--- config.mk ---
export PLATFORM = sky130hd
export DESIGN_NAME = msf_top
export DESIGN_NICKNAME = d
export VERILOG_FILES = /design/src/hdl/msf_pkg.sv /design/src/hdl/msf_wrap_counter.sv /design/src/hdl/msf_top.sv
export SDC_FILE = /design/constraint.sdc
export NUM_CORES = 1
export LEC_CHECK = 0
export BUFFER_PORTS_ARGS = -buffer_cell sky130_fd_sc_hd__buf_2
export CORE_MARGIN = 2
export CORE_UTILIZATION = 45
export DETAILED_ROUTE_END_ITERATION = 16
export PLACE_DENSITY_LB_ADDON = 0.15
export SLEW_MARGIN = 20
export SYNTH_ARGS = -nofsm -noshare
export SYNTH_HDL_FRONTEND = slang
export SYNTH_HIERARCHICAL = 1
export SYNTH_SLANG_ARGS = --single-unit
--- constraint.sdc ---
create_clock -name sys_clk_i -period 1.8 [get_ports sys_clk_i]
set_clock_uncertainty 0.05 [all_clocks]
set_input_delay 0.36 -clock sys_clk_i [delete_from_list [all_inputs] [get_ports sys_clk_i]]
set_output_delay 0.36 -clock sys_clk_i [all_outputs]
set_load 0.05 [all_outputs]
--- src/hdl/msf_pkg.sv ---
package msf_pkg;

   // Bus geometry
   localparam int unsigned AXI_ADDR_W = 12;
   localparam int unsigned AXI_DATA_W = 32;
   localparam int unsigned AXI_STRB_W = 4;
   localparam int unsigned REG_IDX_W = 8;
   localparam int unsigned WORD_LSB = 2;
   localparam int unsigned FLAG_W = 16;
   localparam int unsigned CNT_W = 2;

   // Register indices; byte address is four times the index
   localparam logic [REG_IDX_W-1:0] IDX_PROGRESS = 8'h02;
   localparam logic [REG_IDX_W-1:0] IDX_FAULT = 8'h03;
   localparam logic [REG_IDX_W-1:0] IDX_CONTROL = 8'h10;
   localparam logic [REG_IDX_W-1:0] IDX_IRQ_STATUS = 8'h11;
   localparam logic [REG_IDX_W-1:0] IDX_IRQ_MASK = 8'h12;

   // Reset values
   localparam logic [FLAG_W-1:0] FAULT_RESET = 16'hFFFF;
   localparam logic [CNT_W-1:0] CNT_RESET = 2'h0;
   localparam logic [AXI_DATA_W-1:0] WORD_ZERO = 32'h0000_0000;

   // Progress register fields
   localparam int unsigned PROG_MUX_CNT_LSB = 14;
   localparam int unsigned PROG_CUR_A_CNT_LSB = 10;
   localparam int unsigned PROG_CUR_B_CNT_LSB = 8;
   localparam int unsigned PROG_RUNNING_BIT = 1;

   // Fault flag positions
   localparam int unsigned FLT_ANALOG_OV = 15;
   localparam int unsigned FLT_ANALOG_UV = 14;
   localparam int unsigned FLT_IO_OV = 13;
   localparam int unsigned FLT_IO_UV = 12;
   localparam int unsigned FLT_CORE_OV = 11;
   localparam int unsigned FLT_CORE_UV = 10;
   localparam int unsigned FLT_ANALOG_OSC = 9;
   localparam int unsigned FLT_IO_OSC = 8;
   localparam int unsigned FLT_CORE_OSC = 7;
   localparam int unsigned FLT_ANALOG_OTW = 6;
   localparam int unsigned FLT_IO_OTW = 5;
   localparam int unsigned FLT_ANALOG_CL = 4;
   localparam int unsigned FLT_IO_CL = 3;
   localparam int unsigned FLT_GND_A_OPEN = 2;
   localparam int unsigned FLT_GND_B_OPEN = 1;
   localparam int unsigned FLT_DIGITAL_GROUND_OPEN = 0;

   // AXI responses
   localparam logic [1:0] RESP_OKAY = 2'h0;
   localparam logic [1:0] RESP_SLVERR = 2'h2;

   // Control word, low bits of the control register
   typedef struct packed {
      logic standby;
      logic cur_b_en;
      logic cur_a_en;
      logic mux_en;
   } msf_ctrl_t;
   localparam int unsigned CTRL_W = $bits(msf_ctrl_t);
   localparam logic [CTRL_W-1:0] CTRL_RESET = 4'h0;

   // Event bits, shared by interrupt status and mask
   typedef struct packed {
      logic fault_new;
      logic cur_b_done;
      logic cur_a_done;
      logic mux_seq_done;
   } msf_irq_t;
   localparam int unsigned IRQ_W = $bits(msf_irq_t);
   localparam logic [IRQ_W-1:0] IRQ_RESET = 4'h0;

   // Detector conditions, high while the fault is present
   typedef struct packed {
      logic analog_supply_overvoltage;
      logic analog_supply_undervoltage;
      logic io_supply_overvoltage;
      logic io_supply_undervoltage;
      logic core_supply_overvoltage;
      logic core_supply_undervoltage;
      logic analog_supply_oscillation;
      logic io_supply_oscillation;
      logic core_supply_oscillation;
      logic analog_regulator_overtemp_warn;
      logic io_regulator_overtemp_warn;
      logic analog_regulator_current_limit;
      logic io_regulator_current_limit;
      logic analog_ground_first_open;
      logic analog_ground_second_open;
      logic digital_ground_open;
   } msf_fault_det_t;

   typedef enum logic [1:0] {
      WR_IDLE = 2'h0,
      WR_ADDR = 2'h1,
      WR_RESP = 2'h3,
      WR_DATA = 2'h2
   } msf_wr_state_t;

   typedef enum logic {
      RD_IDLE = 1'h0,
      RD_RESP = 1'h1
   } msf_rd_state_t;

endpackage : msf_pkg

--- src/hdl/msf_wrap_counter.sv ---
`timescale 1ns/1ns
module msf_wrap_counter
   import msf_pkg::*;
(
   input wire logic sys_clk_i,
   input wire logic resetn_i,
   input wire logic clear_i,
   input wire logic step_i,
   output logic [CNT_W-1:0] count_o
);

   logic [CNT_W-1:0] count_q;

   // Clear beats a step in the same cycle
   always_ff @(posedge sys_clk_i) begin
      if (!resetn_i) begin
         count_q <= CNT_RESET;
      end else if (clear_i) begin
         count_q <= CNT_RESET;
      end else if (step_i) begin
         // Natural wrap from top value to zero
         count_q <= count_q + 2'h1;
      end
   end

   assign count_o = count_q;

endmodule : msf_wrap_counter

--- src/hdl/msf_top.sv ---
// Contract
// - Bits 15:14 count finished mux sequences, wrapping at top.
// - Mux counter clears when disabled, standby, power-down or reset.
// - Bits 11:10 count current A conversions; clear when off or reset.
// - Bits 9:8 count current B conversions; clear when off or reset.
// - Bit 1 shows mux sequence running; resets to zero.
// - Fault flags active low, reset to ones, write one restores.
// - Bits 15,13,11 drop on analog, io, core overvoltage.
// - Bits 14,12,10 drop on analog, io, core undervoltage.
// - Bits 9,8,7 drop on analog, io, core oscillation.
// - Bits 6,5 drop on analog, io regulator overtemperature warning.
// - Bits 4,3 drop on analog, io regulator current limit.
// - Bits 2,1,0 drop on ground pins found open.
//
// The AXI4-Lite register port was chosen for this implementation.
`timescale 1ns/1ns
module msf_top
   import msf_pkg::*;
(
   input wire logic sys_clk_i,
   input wire logic resetn_i,
   input wire logic s_axi_awvalid,
   output logic s_axi_awready,
   input wire logic [AXI_ADDR_W-1:0] s_axi_awaddr,
   input wire logic s_axi_wvalid,
   output logic s_axi_wready,
   input wire logic [AXI_DATA_W-1:0] s_axi_wdata,
   input wire logic [AXI_STRB_W-1:0] s_axi_wstrb,
   output logic s_axi_bvalid,
   input wire logic s_axi_bready,
   output logic [1:0] s_axi_bresp,
   input wire logic s_axi_arvalid,
   output logic s_axi_arready,
   input wire logic [AXI_ADDR_W-1:0] s_axi_araddr,
   output logic s_axi_rvalid,
   input wire logic s_axi_rready,
   output logic [AXI_DATA_W-1:0] s_axi_rdata,
   output logic [1:0] s_axi_rresp,
   input wire logic low_power_i,
   input wire logic mux_sequence_done_i,
   input wire logic mux_sequence_running_i,
   input wire logic current_a_done_i,
   input wire logic current_b_done_i,
   input wire msf_fault_det_t fault_detect_i,
   output logic [FLAG_W-1:0] supply_fault_flags_n_o,
   output msf_ctrl_t control_o,
   output logic irq_o
);

   // Word index of a byte address; upper bits must be zero to hit
   function automatic logic [REG_IDX_W:0] addr_to_index(input logic [AXI_ADDR_W-1:0] addr);
      logic hit;
      hit = (addr[AXI_ADDR_W-1:REG_IDX_W+WORD_LSB] == '0);
      return {hit, addr[REG_IDX_W+WORD_LSB-1:WORD_LSB]};
   endfunction : addr_to_index

   // Byte strobes widened to a bit mask
   function automatic logic [AXI_DATA_W-1:0] strb_mask(input logic [AXI_STRB_W-1:0] strb);
      logic [AXI_DATA_W-1:0] m;
      m = WORD_ZERO;
      for (int i = 0; i < AXI_STRB_W; i++) begin
         m[i*8 +: 8] = {8{strb[i]}};
      end
      return m;
   endfunction : strb_mask

   function automatic logic is_mapped(input logic [REG_IDX_W:0] idx);
      logic [REG_IDX_W-1:0] w;
      w = idx[REG_IDX_W-1:0];
      return idx[REG_IDX_W] && ((w == IDX_PROGRESS) || (w == IDX_FAULT) ||
         (w == IDX_CONTROL) || (w == IDX_IRQ_STATUS) || (w == IDX_IRQ_MASK));
   endfunction : is_mapped

   // Write channel state
   msf_wr_state_t wr_state_q;
   logic [AXI_ADDR_W-1:0] wr_addr_q;
   logic [AXI_DATA_W-1:0] wr_data_q;
   logic [AXI_STRB_W-1:0] wr_strb_q;
   logic [1:0] bresp_q;
   logic aw_take;
   logic w_take;
   logic wr_fire;
   logic [AXI_ADDR_W-1:0] wr_addr;
   logic [AXI_DATA_W-1:0] wr_data;
   logic [AXI_DATA_W-1:0] wr_mask;
   logic [REG_IDX_W:0] wr_idx;

   // Read channel state
   msf_rd_state_t rd_state_q;
   logic [AXI_DATA_W-1:0] rdata_q;
   logic [1:0] rresp_q;
   logic ar_take;
   logic [REG_IDX_W:0] rd_idx;
   logic [AXI_DATA_W-1:0] rd_word;

   // Block state
   msf_ctrl_t ctrl_q;
   logic [FLAG_W-1:0] flags_q;
   logic [FLAG_W-1:0] flags_d;
   logic [FLAG_W-1:0] det_vec;
   logic [FLAG_W-1:0] restore_vec;
   logic running_q;
   msf_irq_t irq_status_q;
   msf_irq_t irq_status_d;
   msf_irq_t irq_mask_q;
   msf_irq_t irq_event;
   logic irq_clear;
   logic [CNT_W-1:0] mux_cnt;
   logic [CNT_W-1:0] cur_a_cnt;
   logic [CNT_W-1:0] cur_b_cnt;
   logic quiet;
   logic mux_active;
   logic cur_a_active;
   logic cur_b_active;

   // Write handshake: address and data accepted in either order
   always_comb begin
      s_axi_awready = 1'b0;
      s_axi_wready = 1'b0;
      unique case (wr_state_q)
         WR_IDLE: begin
            s_axi_awready = 1'b1;
            s_axi_wready = 1'b1;
         end
         WR_ADDR: begin
            s_axi_wready = 1'b1;
         end
         WR_DATA: begin
            s_axi_awready = 1'b1;
         end
         WR_RESP: begin
            s_axi_awready = 1'b0;
         end
      endcase
   end

   assign aw_take = s_axi_awvalid && s_axi_awready;
   assign w_take = s_axi_wvalid && s_axi_wready;
   assign wr_fire = ((wr_state_q == WR_IDLE) && aw_take && w_take) ||
      ((wr_state_q == WR_ADDR) && w_take) || ((wr_state_q == WR_DATA) && aw_take);
   assign wr_addr = (wr_state_q == WR_ADDR) ? wr_addr_q : s_axi_awaddr;
   assign wr_data = (wr_state_q == WR_DATA) ? wr_data_q : s_axi_wdata;
   assign wr_mask = strb_mask((wr_state_q == WR_DATA) ? wr_strb_q : s_axi_wstrb);
   assign wr_idx = addr_to_index(wr_addr);

   always_ff @(posedge sys_clk_i) begin
      if (!resetn_i) begin
         wr_state_q <= WR_IDLE;
      end else begin
         unique case (wr_state_q)
            WR_IDLE: begin
               if (aw_take && w_take) begin
                  wr_state_q <= WR_RESP;
               end else if (aw_take) begin
                  wr_state_q <= WR_ADDR;
               end else if (w_take) begin
                  wr_state_q <= WR_DATA;
               end
            end
            WR_ADDR: begin
               if (w_take) begin
                  wr_state_q <= WR_RESP;
               end
            end
            WR_DATA: begin
               if (aw_take) begin
                  wr_state_q <= WR_RESP;
               end
            end
            WR_RESP: begin
               if (s_axi_bready) begin
                  wr_state_q <= WR_IDLE;
               end
            end
         endcase
      end
   end

   // Captured halves of a split write
   always_ff @(posedge sys_clk_i) begin
      if (!resetn_i) begin
         wr_addr_q <= '0;
         wr_data_q <= WORD_ZERO;
         wr_strb_q <= '0;
      end else begin
         if (aw_take) begin
            wr_addr_q <= s_axi_awaddr;
         end
         if (w_take) begin
            wr_data_q <= s_axi_wdata;
            wr_strb_q <= s_axi_wstrb;
         end
      end
   end

   // Unmapped writes are dropped and answered with an error
   always_ff @(posedge sys_clk_i) begin
      if (!resetn_i) begin
         bresp_q <= RESP_OKAY;
      end else if (wr_fire) begin
         bresp_q <= is_mapped(wr_idx) ? RESP_OKAY : RESP_SLVERR;
      end
   end

   assign s_axi_bvalid = (wr_state_q == WR_RESP);
   assign s_axi_bresp = bresp_q;

   // Read channel: one read at a time, data registered
   assign s_axi_arready = (rd_state_q == RD_IDLE);
   assign ar_take = s_axi_arvalid && s_axi_arready;
   assign rd_idx = addr_to_index(s_axi_araddr);

   always_comb begin
      rd_word = WORD_ZERO;
      if (rd_idx[REG_IDX_W]) begin
         unique case (rd_idx[REG_IDX_W-1:0])
            IDX_PROGRESS: begin
               rd_word[PROG_MUX_CNT_LSB +: CNT_W] = mux_cnt;
               rd_word[PROG_CUR_A_CNT_LSB +: CNT_W] = cur_a_cnt;
               rd_word[PROG_CUR_B_CNT_LSB +: CNT_W] = cur_b_cnt;
               rd_word[PROG_RUNNING_BIT] = running_q;
            end
            IDX_FAULT: begin
               rd_word[FLAG_W-1:0] = flags_q;
            end
            IDX_CONTROL: begin
               rd_word[CTRL_W-1:0] = ctrl_q;
            end
            IDX_IRQ_STATUS: begin
               rd_word[IRQ_W-1:0] = irq_status_q;
            end
            IDX_IRQ_MASK: begin
               rd_word[IRQ_W-1:0] = irq_mask_q;
            end
            default: begin
               rd_word = WORD_ZERO;
            end
         endcase
      end
   end

   always_ff @(posedge sys_clk_i) begin
      if (!resetn_i) begin
         rd_state_q <= RD_IDLE;
         rdata_q <= WORD_ZERO;
         rresp_q <= RESP_OKAY;
      end else if (ar_take) begin
         rd_state_q <= RD_RESP;
         rdata_q <= rd_word;
         rresp_q <= is_mapped(rd_idx) ? RESP_OKAY : RESP_SLVERR;
      end else if ((rd_state_q == RD_RESP) && s_axi_rready) begin
         rd_state_q <= RD_IDLE;
      end
   end

   assign s_axi_rvalid = (rd_state_q == RD_RESP);
   assign s_axi_rdata = rdata_q;
   assign s_axi_rresp = rresp_q;

   // Control register: enables and standby request
   always_ff @(posedge sys_clk_i) begin
      if (!resetn_i) begin
         ctrl_q <= CTRL_RESET;
      end else if (wr_fire && wr_idx[REG_IDX_W] && (wr_idx[REG_IDX_W-1:0] == IDX_CONTROL)) begin
         ctrl_q <= (ctrl_q & ~wr_mask[CTRL_W-1:0]) | (wr_data[CTRL_W-1:0] & wr_mask[CTRL_W-1:0]);
      end
   end

   // Mux configuration lives elsewhere; software must drop mux_en first
   // Enable exported
   assign control_o = ctrl_q;

   assign quiet = ctrl_q.standby || low_power_i;
   assign mux_active = ctrl_q.mux_en && !quiet;
   assign cur_a_active = ctrl_q.cur_a_en && !quiet;
   assign cur_b_active = ctrl_q.cur_b_en && !quiet;

   msf_wrap_counter u_mux_cnt (
      .sys_clk_i(sys_clk_i),
      .resetn_i(resetn_i),
      .clear_i(!mux_active),
      .step_i(mux_sequence_done_i),
      .count_o(mux_cnt)
   );

   msf_wrap_counter u_cur_a_cnt (
      .sys_clk_i(sys_clk_i),
      .resetn_i(resetn_i),
      .clear_i(!cur_a_active),
      .step_i(current_a_done_i),
      .count_o(cur_a_cnt)
   );

   msf_wrap_counter u_cur_b_cnt (
      .sys_clk_i(sys_clk_i),
      .resetn_i(resetn_i),
      .clear_i(!cur_b_active),
      .step_i(current_b_done_i),
      .count_o(cur_b_cnt)
   );

   always_ff @(posedge sys_clk_i) begin
      if (!resetn_i) begin
         running_q <= 1'b0;
      end else begin
         running_q <= mux_sequence_running_i && mux_active;
      end
   end

   // Detector conditions into flag positions
   always_comb begin
      det_vec = '0;
      det_vec[FLT_ANALOG_OV] = fault_detect_i.analog_supply_overvoltage;
      det_vec[FLT_IO_OV] = fault_detect_i.io_supply_overvoltage;
      det_vec[FLT_CORE_OV] = fault_detect_i.core_supply_overvoltage;
      det_vec[FLT_ANALOG_UV] = fault_detect_i.analog_supply_undervoltage;
      det_vec[FLT_IO_UV] = fault_detect_i.io_supply_undervoltage;
      det_vec[FLT_CORE_UV] = fault_detect_i.core_supply_undervoltage;
      det_vec[FLT_ANALOG_OSC] = fault_detect_i.analog_supply_oscillation;
      det_vec[FLT_IO_OSC] = fault_detect_i.io_supply_oscillation;
      det_vec[FLT_CORE_OSC] = fault_detect_i.core_supply_oscillation;
      det_vec[FLT_ANALOG_OTW] = fault_detect_i.analog_regulator_overtemp_warn;
      det_vec[FLT_IO_OTW] = fault_detect_i.io_regulator_overtemp_warn;
      det_vec[FLT_ANALOG_CL] = fault_detect_i.analog_regulator_current_limit;
      det_vec[FLT_IO_CL] = fault_detect_i.io_regulator_current_limit;
      det_vec[FLT_GND_A_OPEN] = fault_detect_i.analog_ground_first_open;
      det_vec[FLT_GND_B_OPEN] = fault_detect_i.analog_ground_second_open;
      det_vec[FLT_DIGITAL_GROUND_OPEN] = fault_detect_i.digital_ground_open;
   end

   assign restore_vec = (wr_fire && wr_idx[REG_IDX_W] &&
      (wr_idx[REG_IDX_W-1:0] == IDX_FAULT)) ?
      (wr_data[FLAG_W-1:0] & wr_mask[FLAG_W-1:0]) : '0;

   // Latched low, live fault beats restore
   assign flags_d = (flags_q | restore_vec) & ~det_vec;

   always_ff @(posedge sys_clk_i) begin
      if (!resetn_i) begin
         // All flags read one after reset
         flags_q <= FAULT_RESET;
      end else begin
         flags_q <= flags_d;
      end
   end

   assign supply_fault_flags_n_o = flags_q;

   // Events: counted completions and a flag freshly dropping
   always_comb begin
      irq_event.mux_seq_done = mux_sequence_done_i && mux_active;
      irq_event.cur_a_done = current_a_done_i && cur_a_active;
      irq_event.cur_b_done = current_b_done_i && cur_b_active;
      irq_event.fault_new = |(flags_q & det_vec);
   end

   // Read of status clears it; a coincident event survives
   assign irq_clear = ar_take && rd_idx[REG_IDX_W] &&
      (rd_idx[REG_IDX_W-1:0] == IDX_IRQ_STATUS);
   assign irq_status_d = (irq_clear ? msf_irq_t'(IRQ_RESET) : irq_status_q) | irq_event;

   always_ff @(posedge sys_clk_i) begin
      if (!resetn_i) begin
         irq_status_q <= IRQ_RESET;
      end else begin
         irq_status_q <= irq_status_d;
      end
   end

   always_ff @(posedge sys_clk_i) begin
      if (!resetn_i) begin
         irq_mask_q <= IRQ_RESET;
      end else if (wr_fire && wr_idx[REG_IDX_W] &&
            (wr_idx[REG_IDX_W-1:0] == IDX_IRQ_MASK)) begin
         irq_mask_q <= (irq_mask_q & ~wr_mask[IRQ_W-1:0]) |
            (wr_data[IRQ_W-1:0] & wr_mask[IRQ_W-1:0]);
      end
   end

   // Level output, no extra register to keep latency at one cycle
   assign irq_o = |(irq_status_q & irq_mask_q);

endmodule : msf_top

### Yosys cells after proc, flatten, opt, wreduce, memory -nomap -nowiden

Index checks and enable logic that the tools add are counted.
W data, S select, Z words.

* bits in latches: 0
* ROM bits: 0
* register bits after elaboration: 104
* memory bits (writable): 0
* memories: 0

* $mul: 0
* $lt $le $gt $ge: 0
* divide/modulo/power cells: 0
* bitwise operators: 14
* shift-type cells: 0
* reduce and logical (&&, ||, !) cells: 48
* add/subtract/negate cells: 3
* mux-type cells: 26
* eq/ne operators: 17

Operator list (count)
* $and A16 B16 Y16: 3
* $eq A8 B5 Y1 const B: 6
* $mux W16: 3
* $eq A8 B2 Y1 const B: 4
* $logic_and A1 B1 Y1: 24
* $mux W2: 10
* $and A4 B4 Y4: 4
* $not A16 Y16: 1
* $or A16 B16 Y16: 1
* $pmux W2 S4: 2
* $reduce_or A16 Y1: 1
* $mux W12: 1
* $or A4 B4 Y4: 3
* $logic_or A1 B1 Y1: 11
* $mux W4: 2
* $pmux W4 S2: 1
* $add A2 B1 Y2 const B: 3
* $logic_not A2 Y1: 3
* $reduce_and A2 Y1: 3
* $pmux W1 S5: 1
* $eq A2 B2 Y1 const B: 2
* $mux W1: 4
* $ne A2 B2 Y1 const B: 2
* $ne A4 B3 Y1 const B: 1
* other kinds (11): 12

### Depth between registers and ports, before layout

Gate-level depths: netlist of run 1.

* depth after elaboration: 13
* depth in mapped cells: 9

### Hierarchy

Netlist of run 1, hierarchy kept.

Modules (own cells, without submodules)
* msf_top: sequential area each 1561.5 µm², cells each 436, area each 3849.9 µm², times used 1
* msf_wrap_counter: sequential area each 40.0 µm², cells each 8, area each 85.1 µm², times used 3

### Least setup slack after synthesis of run 1

Ideal clock, no wire load.

* path kind: register -> register
* start: reg wr_state_q[1]
* end: reg wr_data_q[10]
* clock period less this slack: 2.051 ns
* path buffers: 3
* path slack: -0.251 ns
* library setup time: 0.132 ns
* arrival time: 1.869 ns
* stages on the path, launching flop included: 10
* cell sequence: dfxtp_1 inv_1 ha_1 buf_4 or2_2 and2_1 buf_2 buf_2 nand2_1 a21oi_1

* cells in the longest elaborated chain, start to end: 4

Ends and longest elaborated chain
* from (decl): line msf_top.sv:75 `msf_wr_state_t wr_state_q;`
* from (signal assigned): line msf_top.sv:148 `wr_state_q <= WR_IDLE;`
* from (signal assigned): line msf_top.sv:153 `wr_state_q <= WR_RESP;`
* from (signal assigned): line msf_top.sv:155 `wr_state_q <= WR_ADDR;`
* $eq A2 B1 Y1 or $logic_not A2 Y1 (tied branches): line msf_top.sv:120 `unique case (wr_state_q)`
* $reduce_or A2 Y1 (no line) (*)
* $mux W1 (*): line msf_top.sv:120
* via s_axi_wready: line msf_top.sv:26 `output logic s_axi_wready,`
* $logic_and A1 B1 Y1 (*): line msf_top.sv:138 `assign w_take = s_axi_wvalid && s_axi_wready;`
* to (signal assigned): line msf_top.sv:190 `wr_data_q <= s_axi_wdata;`
* to (decl): line msf_top.sv:77 `logic [AXI_DATA_W-1:0] wr_data_q;`

The timed path passes the listed nets; every way through them passes the cells marked *.
A chain may end at the register's enable or synchronous reset.

### Worst setup path after layout of run 1

* start: reg wr_state_q[0]
* end: out s_axi_awready

* cells in the longest elaborated chain, start to end: 3

Ends and longest elaborated chain
* $eq A2 B2 Y1 or $logic_not A2 Y1 (tied branches): line msf_top.sv:120
* $reduce_or A2 Y1 (no line) (*)
* $mux W1 (*): line msf_top.sv:120
* to (decl): line msf_top.sv:23 `output logic s_axi_awready,`

Mark *: on every way between the ends. The rest lies on a longest branch, timed or not.

==> results of run 1 <==
-- cell type report --
class	instances	area share
multi-input cells	333	0.432
clock buffers	10	0.0237
inverters	23	0.0167
repair buffers	152	0.174
clock inverters	6	0.0165
flip-flops and latches	84	0.313
well taps	108	0.0251
-- per-stage QoR --
| stage | cells | TNS [ns] | cell area, µm² | hold WS [ns] | utilization |
|---|---|---|---|---|---|
| 6_report | 716 | -3.39 | 5390 | 0.119 | 0.616 |
| 5_1_grt | 716 | -5.52 | 5390 | 0.134 | 0.616 |
| 4_1_cts | 715 | -3.08 | 5300 | 0.119 | 0.605 |
| 3_5_place_dp | 686 | -3.20 | 4870 | 0.391 | 0.556 |
| 3_3_place_gp | 686 | -2.41 | 4870 | 0.382 | 0.556 |
| 2_1_floorplan | 477 | 0 | 4190 | 0.383 | - |
-- worst reg2reg max path, delay by kind of cell (launching register included) --
| kind | cells | cell delay, ns |
|---|---|---|
| flip-flops | 1 | 0.39 |
| buffers and inverters | 2 | 0.24 |
| AO/OA/AOI/OAI | 2 | 0.46 |
| adder cells (fa/ha/maj) | 1 | 0.17 |
| AND/OR/NAND/NOR | 2 | 0.57 |
-- placed cells by master, fill, tap and decap left out, types with 3 or more instances in the layout --
cell	Yosys	layout
nor2_1	17	16
dfxtp_1	84	82
a32oi_1	3	3
nor2b_1	4	3
a22oi_1	9	8
a21oi_2	3	3
clkinvlp_4	0	3
clkbuf_8	0	9
a21bo_1	3	3
or2_4	0	3
inv_1	23	21
conb_1	1	18
xnor2_1	3	3
a221o_1	4	4
a21oi_1	41	41
o22ai_1	3	3
nand3b_1	3	3
mux2i_1	34	34
a22o_1	12	12
o21ai_0	12	11
o41ai_2	8	6
o211ai_1	3	3
buf_2	6	107
nand2_1	86	85
buf_6	1	6
ha_4	0	3
buf_4	19	35
mux2_2	7	7
a31o_2	4	4
nand3_1	6	6
a221oi_1	3	3
a21o_1	4	4
nand2b_1	4	4
-- routing by layer --
metal	global-route usage	vias to the layer above
li1	-	1881
met1	0.263	1748
met2	0.383	107
met3	0.0647	16
met4	0.0695	0
met5	0	-
-- power by group --
group	total (W)	internal (W)	leakage, nW	switching [W]
combinational	0.00226	0.00102	1.58	0.00124
sequential	0.00217	0.00204	0.689	0.000134
clock	0.00147	0.000782	0.102	0.000692
-- cells by family after synthesis --
family | Yosys count | synth area share
compound gates | 124 | 0.228
flops | 84 | 0.410
mux | 41 | 0.102
xor+xnor | 3 | 0.00640
simple gates | 142 | 0.162
other cells | 1 | 0.000913
fa+ha+maj | 5 | 0.0152
buf+inv | 60 | 0.0759
-- worst paths after layout --
path	from	endpoint	slack (ns)	cells past startpoint
min	s_axi_rready	s_axi_rvalid$_SDFFE_PN0P_	0.12	2
max	wr_state_q[0]$_SDFFE_PN0P_	s_axi_awready	-0.20	5
min reg2reg	s_axi_rdata[10]$_SDFFE_PN0P_	s_axi_rdata[10]$_SDFFE_PN0P_	0.40	2
max reg2reg	wr_state_q[0]$_SDFFE_PN0P_	supply_fault_flags_n_o[10]$_SDFF_PN1_	-0.17	7
-- state kept, by name, summed over array words and instances (netlist names), named ones only --
name / count
irq_status_q: 4
running_q: 1
s_axi_bresp: 1
s_axi_rdata: 16
s_axi_rresp: 1
s_axi_rvalid: 1
supply_fault_flags_n_o: 16
u_cur_a_cnt/count_o: 2
u_cur_b_cnt/count_o: 2
u_mux_cnt/count_o: 2
wr_addr_q: 10
wr_data_q: 16
wr_state_q: 2
wr_strb_q: 2
-- timing repair --
| item | in CTS | in global routing |
|---|---|---|
| endpoints found under the setup margin | 26 | 28 |
| pin swaps | 7 | 5 |
| buffers inserted | 13 | 1 |
| gates resized for setup | 25 | 13 |
| gates cloned | 0 | 0 |
==> impl_metrics.csv, run 1 <==
group,metric,value,unit
clock_tree,cts_max_level,3,
power_and_ir_drop,irDropWorstVdd,0.760,mV
timing,max-slew-margin-rel,0.555,
timing,final-max-slew-violation-count,0,
logic_synthesis,syn_area_per_cell,8.92,µm²
timing,setup_violations,26,
grt,grt_overflow,0,
detailed_routing,ant_nets,0,
detailed_routing,wl_met3,607,µm
worst_hold_path,hp-class,"primary input to flip-flop",
logic_synthesis,synth_common_cells,"nand2_1 (86), dfxtp_1 (84), a21oi_1 (41), mux2i_1 (34), inv_1 (23)",
layout,multiInputGateArea,2330,µm²
logic_synthesis,yosys_most_used_dff,"dfxtp_1",
placed_design,place.gp.congestion,0.844,
layout,nets,696,
clock_tree,cts_buffer_depth,2,
floorplanning,die_w,99.5,µm
power_and_ir_drop,p_leak,2.37,nW
detailed_routing,routed_wl,10800,µm
flow_run,drv_cap,0,
clock_tree,clkLatencyLatePin,0.36,ns
floorplanning,rows,34,
clock_tree,numCtsBuffers,9,
detailed_routing,drc,0,
setup_path,worstPathRequired,1.39,ns
floorplanning,die_area,9900,µm²
layout,syn_to_final_growth,31.4,%
status,violations,"setup timing",
logic_synthesis,yosysWarnings,6,
setup_path,crit_chain,"clkinvlp_4 > ha_4 > buf_6 > or2_4 > buf_8",
detailed_routing,top_layer,"met4",
logic_synthesis,synth_cells,460,
timing,max_slew.worst_pin.slew,0.667,ns
layout,fillers,790,
detailed_routing,wl_per_cell,15.1,µm
timing,period_minus_slack,2.00,ns
floorplanning,initial_utilization,0.468,
setup_path,cp_num_buf_inv,3,
timing,fmax,0.500,GHz
setup_path,cp_max_fo,3,
clock_tree,cts_sinks,84,
placed_design,dpl.hpwl,8030,µm
layout,antenna_cells,0,
logic_synthesis,yosysMostFrequentCell,"nand2_1",
detailed_routing,wl_met1,4650,µm
setup_path,slowest_delay,0.39,ns
floorplanning,ioPinCount,150,
grt,grt_pass1_vias,3656,
detailed_routing,wl_met2,5340,µm
setup_path,start_kind,"flip-flop",
placed_design,numPortBuffers,109,
grt,grt_pass1_wl,17400,µm
power_and_ir_drop,p_per_area,1090,nW/µm²
timing,hold_viol,0,
logic_synthesis,synth_top_area_cell,"dfxtp_1",
logic_synthesis,synth_area_leaders,"dfxtp_1 (41%), mux2i_1 (8.3%), nand2_1 (7.9%)",
detailed_routing,via_per_inst,5.24,
clock_tree,hold_buffers,0,
clock_tree,cts_root_buf,"clkbuf_8",
setup_path,cp_data_arrival_time,1.59,ns
logic_synthesis,yosys_register_bits,84,
layout,layout-drive-gt1-share,0.355,
detailed_routing,drtIter0Drc,145,
grt,globalRouteTotalUtil,0.221,
timing,period_share,1.11,
logic_synthesis,seq_area_frac_synth,0.410,
logic_synthesis,synthDominantCellAreaShare,0.410,
timing,rsz0062_at_grt,"yes",
floorplanning,core-area,8760,µm²
logic_synthesis,async_flop_share,0,
setup_path,end_kind,"output pin",
detailed_routing,first_pass_iters,4,
status,status,"finished with violations",
clock_tree,path_clk_slew,0.09,ns
logic_synthesis,synthesis.area,4110,µm²
clock_tree,cts_tree,"built",
layout,regArea,1690,µm²
setup_path,critPathSlowestCell,"dfxtp_4",
logic_synthesis,synth_edf_count,0,
detailed_routing,vias,3752,
setup_path,crit_type,"flip-flop to output pin",
setup_path,cpLargestDelayFamily,"buffers and inverters",
power_and_ir_drop,power,0.00591,W
grt,antenna_found_initial,0,
placed_design,place_ws,-0.236,ns
timing,worst_slack,-0.201,ns
floorplanning,dieHeight,99.5,µm
logic_synthesis,synth_cell_type_count,57,
grt,grt_max_degree,51,
(Power assumes the default switching activity.)
==> run 2, diff against run 1 <==
--- a/config.mk
+++ b/config.mk
@@ -8,6 +8,7 @@
 export BUFFER_PORTS_ARGS = -buffer_cell sky130_fd_sc_hd__buf_2
 export CORE_MARGIN = 2
 export CORE_UTILIZATION = 45
+export CTS_BUF_LIST = sky130_fd_sc_hd__clkbuf_8
 export DETAILED_ROUTE_END_ITERATION = 16
 export PLACE_DENSITY_LB_ADDON = 0.15
 export SLEW_MARGIN = 20
==> constraint.sdc (replaced) <==
create_clock -name sys_clk_i -period 1.81 [get_ports sys_clk_i]
set_clock_uncertainty 0.05 [all_clocks]
set_input_delay 0.362 -clock sys_clk_i [delete_from_list [all_inputs] [get_ports sys_clk_i]]
set_output_delay 0.362 -clock sys_clk_i [all_outputs]
set_load 0.05 [all_outputs]
==> impl_metrics.csv, run 2 (synthesis gave the netlist of run 1 again) <==
group,metric,value,unit
timing,period_share,1.07,
setup_path,reg2reg_slack,0.01,ns
detailed_routing,first_pass_iters,4,
placed_design,post-place-cells,686,
floorplanning,dieHeight,99.5,µm
floorplanning,die_area,9900,µm²
timing,period_minus_slack,1.93,ns
layout,layout_commonest_cell,"buf_2",
setup_path,r2r_cells,8,
power_and_ir_drop,p_leak,2.28,nW
power_and_ir_drop,power,0.00543,W
timing,max-slew-margin-rel,0.553,
grt,grt_overflow,0,
floorplanning,core-area,8760,µm²
detailed_routing,wl_per_cell,14.7,µm
worst_hold_path,hp-class,"primary input to flip-flop",
setup_path,cp_data_arrival_time,1.52,ns
setup_path,crit_end,"s_axi_awready",
timing,fmax,0.518,GHz
grt,antenna_found_initial,0,
detailed_routing,drtIter0Drc,118,
setup_path,r2r-end,"supply_fault_flags_n_o[7]$_SDFF_PN1_",
detailed_routing,top_layer,"met4",
layout,syn_to_final_growth,27.4,%
layout,final_cells,706,
clock_tree,numCtsBuffers,9,
timing,hold_viol,0,
timing,worst_slack,-0.120,ns
flow_run,drv_cap,0,
detailed_routing,wl_met1,4510,µm
setup_path,end_kind,"output pin",
power_and_ir_drop,irDropWorstVdd,0.804,mV
layout,nets,686,
timing,final-max-slew-violation-count,0,
placed_design,place.gp.congestion,0.848,
setup_path,worstPathRequired,1.40,ns
status,status,"finished with violations",
clock_tree,path_clk_slew,0.08,ns
setup_path,crit_type,"flip-flop to output pin",
detailed_routing,drc,0,
detailed_routing,via_per_inst,5.24,
detailed_routing,ant_nets,0,
grt,grt_pass1_vias,3499,
placed_design,dpl.hpwl,8030,µm
timing,setup_violations,2,
power_and_ir_drop,p_per_area,1040,nW/µm²
clock_tree,cts_buffer_depth,2,
clock_tree,cts_tree,"built",
detailed_routing,routed_wl,10400,µm
floorplanning,initial_utilization,0.468,
setup_path,cp_max_fo,5,
setup_path,timing.rr.start,"wr_state_q[1]$_SDFFE_PN0P_",
floorplanning,die_w,99.5,µm
timing,max_slew.worst_pin.slew,0.670,ns
clock_tree,clkLatencyLatePin,0.35,ns
clock_tree,cts_sinks,84,
detailed_routing,wl_met3,661,µm
worst_hold_path,hp-start,"s_axi_rready",
status,violations,"setup timing",
layout,antenna_cells,0,
layout,layout-drive-gt1-share,0.343,
grt,grt_pass1_wl,16900,µm
layout,final_cell_mix,"buf_2 (107), nand2_1 (85), dfxtp_1 (82)",
layout,fillers,801,
grt,grt_max_degree,51,
clock_tree,hold_buffers,0,
timing,finalSetupTns,-0.175,ns
placed_design,numPortBuffers,109,
clock_tree,cts_root_buf,"clkbuf_8",
setup_path,start_kind,"flip-flop",
timing,rsz0062_at_grt,"yes",
detailed_routing,wl_met2,4970,µm
floorplanning,ioPinCount,150,
clock_tree,cts_max_level,3,
detailed_routing,vias,3698,
floorplanning,rows,34,
grt,globalRouteTotalUtil,0.216,
setup_path,critPathLaunch,"wr_state_q[1]$_SDFFE_PN0P_",
-- run 2: cell count changes in the layout (fill, tap and decap cells not counted), moves of 2 or more --
cell | previous run | this run
inv_1 | 21 | 23
buf_4 | 35 | 25
mux2i_1 | 34 | 32
bufinv_16 | 2 | 0
o41ai_4 | 2 | 0
o41ai_2 | 6 | 8
-- run 2: area by class of cell --
| class | count | area, µm² | area share |
|---|---|---|---|
| clock buffers | 10 | 138 | 0.0263 |
| clock inverters | 6 | 32.5 | 0.00622 |
| inverters | 23 | 88.8 | 0.0170 |
| multi-input cells | 333 | 2290 | 0.437 |
| flip-flops and latches | 84 | 1690 | 0.323 |
| well taps | 108 | 135 | 0.0258 |
| repair buffers | 142 | 861 | 0.165 |
-- run 2: worst min-delay path by stage --
| stage | to | slack, ns | depth (start not counted) |
|---|---|---|---|
| finish | s_axi_rvalid$_SDFFE_PN0P_ | 0.14 | 2 |
| floorplan | wr_data_q[0]$_SDFFE_PN0P_ | 0.38 | 2 |
| global route | s_axi_rvalid$_SDFFE_PN0P_ | 0.14 | 2 |
| CTS | s_axi_rvalid$_SDFFE_PN0P_ | 0.13 | 2 |
| global placement | s_axi_rdata[9]$_SDFFE_PN0P_ | 0.38 | 2 |
| detailed placement | s_axi_rdata[14]$_SDFFE_PN0P_ | 0.39 | 2 |
-- run 2: critical path, cell delays in order, from the launching register on --
cell and delay (ns):
dfxtp_2 0.33, buf_4 0.13, ha_4 0.17, buf_4 0.14, or2_4 0.25, buf_8 0.15
-- run 2: routing by layer --
layer,vias up,GRT usage
met4,0,0.0759
li1,1862,-
met5,-,0
met3,18,0.0562
met1,1706,0.274
met2,112,0.356
-- run 2: timing repair --
action | 4_1_cts | 5_1_grt
endpoints found under the setup margin | 27 | 24
setup buffers | 3 | 1
pin swaps | 2 | 3
resized for setup | 22 | 11
-- run 2: per-stage QoR --
stage	area [µm²]	util	worst slack, ns	hold slack [ns]
6_report	5230	0.597	-0.120	0.141
2_1_floorplan	4190	-	0.00149	0.383
3_3_place_gp	4870	0.556	-0.138	0.380
4_1_cts	5150	0.588	-0.144	0.131
5_1_grt	5230	0.597	-0.166	0.138
3_5_place_dp	4870	0.556	-0.227	0.386
-- run 2: report_power, final --
part | leakage [nW] | internal (W) | switching, W | total, W
Clock | 0.0907 | 0.000521 | 0.000648 | 0.00117
Sequential | 0.689 | 0.00203 | 0.000136 | 0.00217
Combinational | 1.50 | 0.000914 | 0.00118 | 0.00209
Total | 2.28 | 0.00347 | 0.00196 | 0.00543
==> run 3, diff against run 2 <==
--- a/config.mk
+++ b/config.mk
@@ -5,11 +5,11 @@
 export SDC_FILE = /design/constraint.sdc
 export NUM_CORES = 1
 export LEC_CHECK = 0
-export BUFFER_PORTS_ARGS = -buffer_cell sky130_fd_sc_hd__buf_2
 export CORE_MARGIN = 2
 export CORE_UTILIZATION = 45
 export CTS_BUF_LIST = sky130_fd_sc_hd__clkbuf_8
 export DETAILED_ROUTE_END_ITERATION = 16
+export DONT_BUFFER_PORTS = 1
 export PLACE_DENSITY_LB_ADDON = 0.15
 export SLEW_MARGIN = 20
 export SYNTH_ARGS = -nofsm -noshare
==> impl_metrics.csv, run 3 (synthesis gave the netlist of run 1 again) <==
group,metric,value,unit
status,status,"finished with violations",
status,violations,"setup timing",
grt,grt_max_degree,51,
grt,grt_overflow,0,
grt,antenna_found_initial,0,
detailed_routing,wl_per_cell,16.9,µm
timing,period_minus_slack,1.94,ns
worst_hold_path,hp-start,"s_axi_rready",
detailed_routing,vias,3392,
power_and_ir_drop,p_per_area,1130,nW/µm²
layout,final_cell_mix,"nand2_1 (85), dfxtp_1 (82), buf_4 (45)",
timing,max-slew-margin-rel,0.533,
layout,nets,603,
timing,hold_viol,0,
clock_tree,path_clk_slew,0.08,ns
setup_path,cp_data_arrival_time,1.53,ns
timing,max_slew.worst_pin.slew,0.700,ns
clock_tree,cts_buffer_depth,2,
clock_tree,cts_tree,"built",
placed_design,place_ws,-0.192,ns
timing,setup_violations,22,
power_and_ir_drop,p_leak,2.00,nW
placed_design,place.gp.congestion,0.836,
timing,finalSetupTns,-0.656,ns
detailed_routing,via_per_inst,5.44,
layout,fillers,781,
detailed_routing,ant_nets,0,
floorplanning,initial_utilization,0.468,
detailed_routing,wl_met1,4320,µm
layout,layout_commonest_cell,"nand2_1",
layout,layout-drive-gt1-share,0.245,
grt,grt_pass1_vias,3396,
worst_hold_path,hp-class,"primary input to flip-flop",
layout,antenna_cells,0,
detailed_routing,wl_met3,779,µm
timing,worst_slack,-0.132,ns
floorplanning,ioPinCount,150,
detailed_routing,first_pass_iters,5,
grt,globalRouteTotalUtil,0.216,
grt,grt_pass1_wl,16900,µm
clock_tree,clkLatencyLatePin,0.34,ns
floorplanning,rows,34,
detailed_routing,routed_wl,10500,µm
detailed_routing,wl_met2,5260,µm
timing,fin_hold_ws,0.0597,ns
layout,syn_to_final_growth,22.6,%
setup_path,critPathLaunch,"wr_state_q[0]$_SDFFE_PN0P_",
timing,fmax,0.515,GHz
detailed_routing,top_layer,"met4",
placed_design,numPortBuffers,0,
floorplanning,core-area,8760,µm²
clock_tree,numCtsBuffers,9,
setup_path,cp_max_fo,4,
setup_path,worstPathRequired,1.40,ns
power_and_ir_drop,irDropWorstVdd,0.697,mV
clock_tree,cts_max_level,3,
setup_path,start_kind,"flip-flop",
placed_design,dpl.hpwl,7870,µm
timing,rsz0062_at_grt,"yes",
floorplanning,die_area,9900,µm²
floorplanning,die_w,99.5,µm
timing,period_share,1.07,
timing,final-max-slew-violation-count,0,
setup_path,crit_type,"flip-flop to output pin",
clock_tree,cts_sinks,84,
setup_path,timing.rr.start,"wr_state_q[0]$_SDFFE_PN0P_",
clock_tree,cts_root_buf,"clkbuf_8",
detailed_routing,drtIter0Drc,102,
detailed_routing,drc,0,
flow_run,drv_cap,0,
setup_path,end_kind,"output pin",
floorplanning,dieHeight,99.5,µm
[run 3: changes by cell type in the layout (fill, tap and decap cells not counted), sizes merged]
cell,delta
buf,-83
bufinv,+1
clkinv,+1
inv,-2
[run 3: area by class of cell]
cell class	count	area (µm²)	share of cell area
repair buffers	59	551	0.109
clock buffers	10	138	0.0273
well taps	108	135	0.0268
flip-flops and latches	84	1690	0.335
clock inverters	6	63.8	0.0127
multi-input cells	333	2370	0.471
inverters	23	88.8	0.0176
[run 3: metal layers]
layer  vias to the layer above  GRT usage
li1                       1693          -
met1                      1594      0.252
met2                        93      0.374
met3                        12     0.0773
met4                         0     0.0622
met5                         -          0
[run 3: power by group]
part / leakage, nW / switching, W / internal (W)
clock network: 0.0983 / 0.000659 / 0.000673
registers: 0.689 / 0.000156 / 0.00203
logic: 1.21 / 0.00116 / 0.00103
total: 2.00 / 0.00198 / 0.00374
[run 3: final timing paths]
path,cells after the start,end,slack [ns]
setup / recovery,5,s_axi_awready,-0.13
hold / removal,1,s_axi_rvalid$_SDFFE_PN0P_,0.06
hold reg to reg,2,wr_data_q[0]$_SDFFE_PN0P_,0.40
setup reg to reg,7,supply_fault_flags_n_o[9]$_SDFF_PN1_,-0.06
[run 3: critical path, stage by stage, from the launching register on]
cell and delay [ns]:
dfxtp_4 0.38, inv_4 0.04, ha_2 0.21, buf_4 0.15
or2_4 0.27, buf_12 0.15
[run 3: repair_timing]
| item | CTS | global route |
|---|---|---|
| hold endpoints to repair | 0 | 0 |
| hold buffers | 0 | 0 |
| resized for setup | 29 | 16 |
| setup buffers | 8 | 4 |
| endpoints found under the setup margin | 45 | 27 |
| pin swaps | 8 | 13 |
[run 3: metrics by stage]
step,total power (W),utilization,area [µm²],cells
after global routing,0.00604,0.575,5030,623
after floorplan,0.00349,-,4190,477
final,0.00571,0.575,5030,623
after global placement,0.00397,0.516,4520,599
after detailed placement,0.00401,0.516,4520,599
after CTS,0.00561,0.561,4920,621
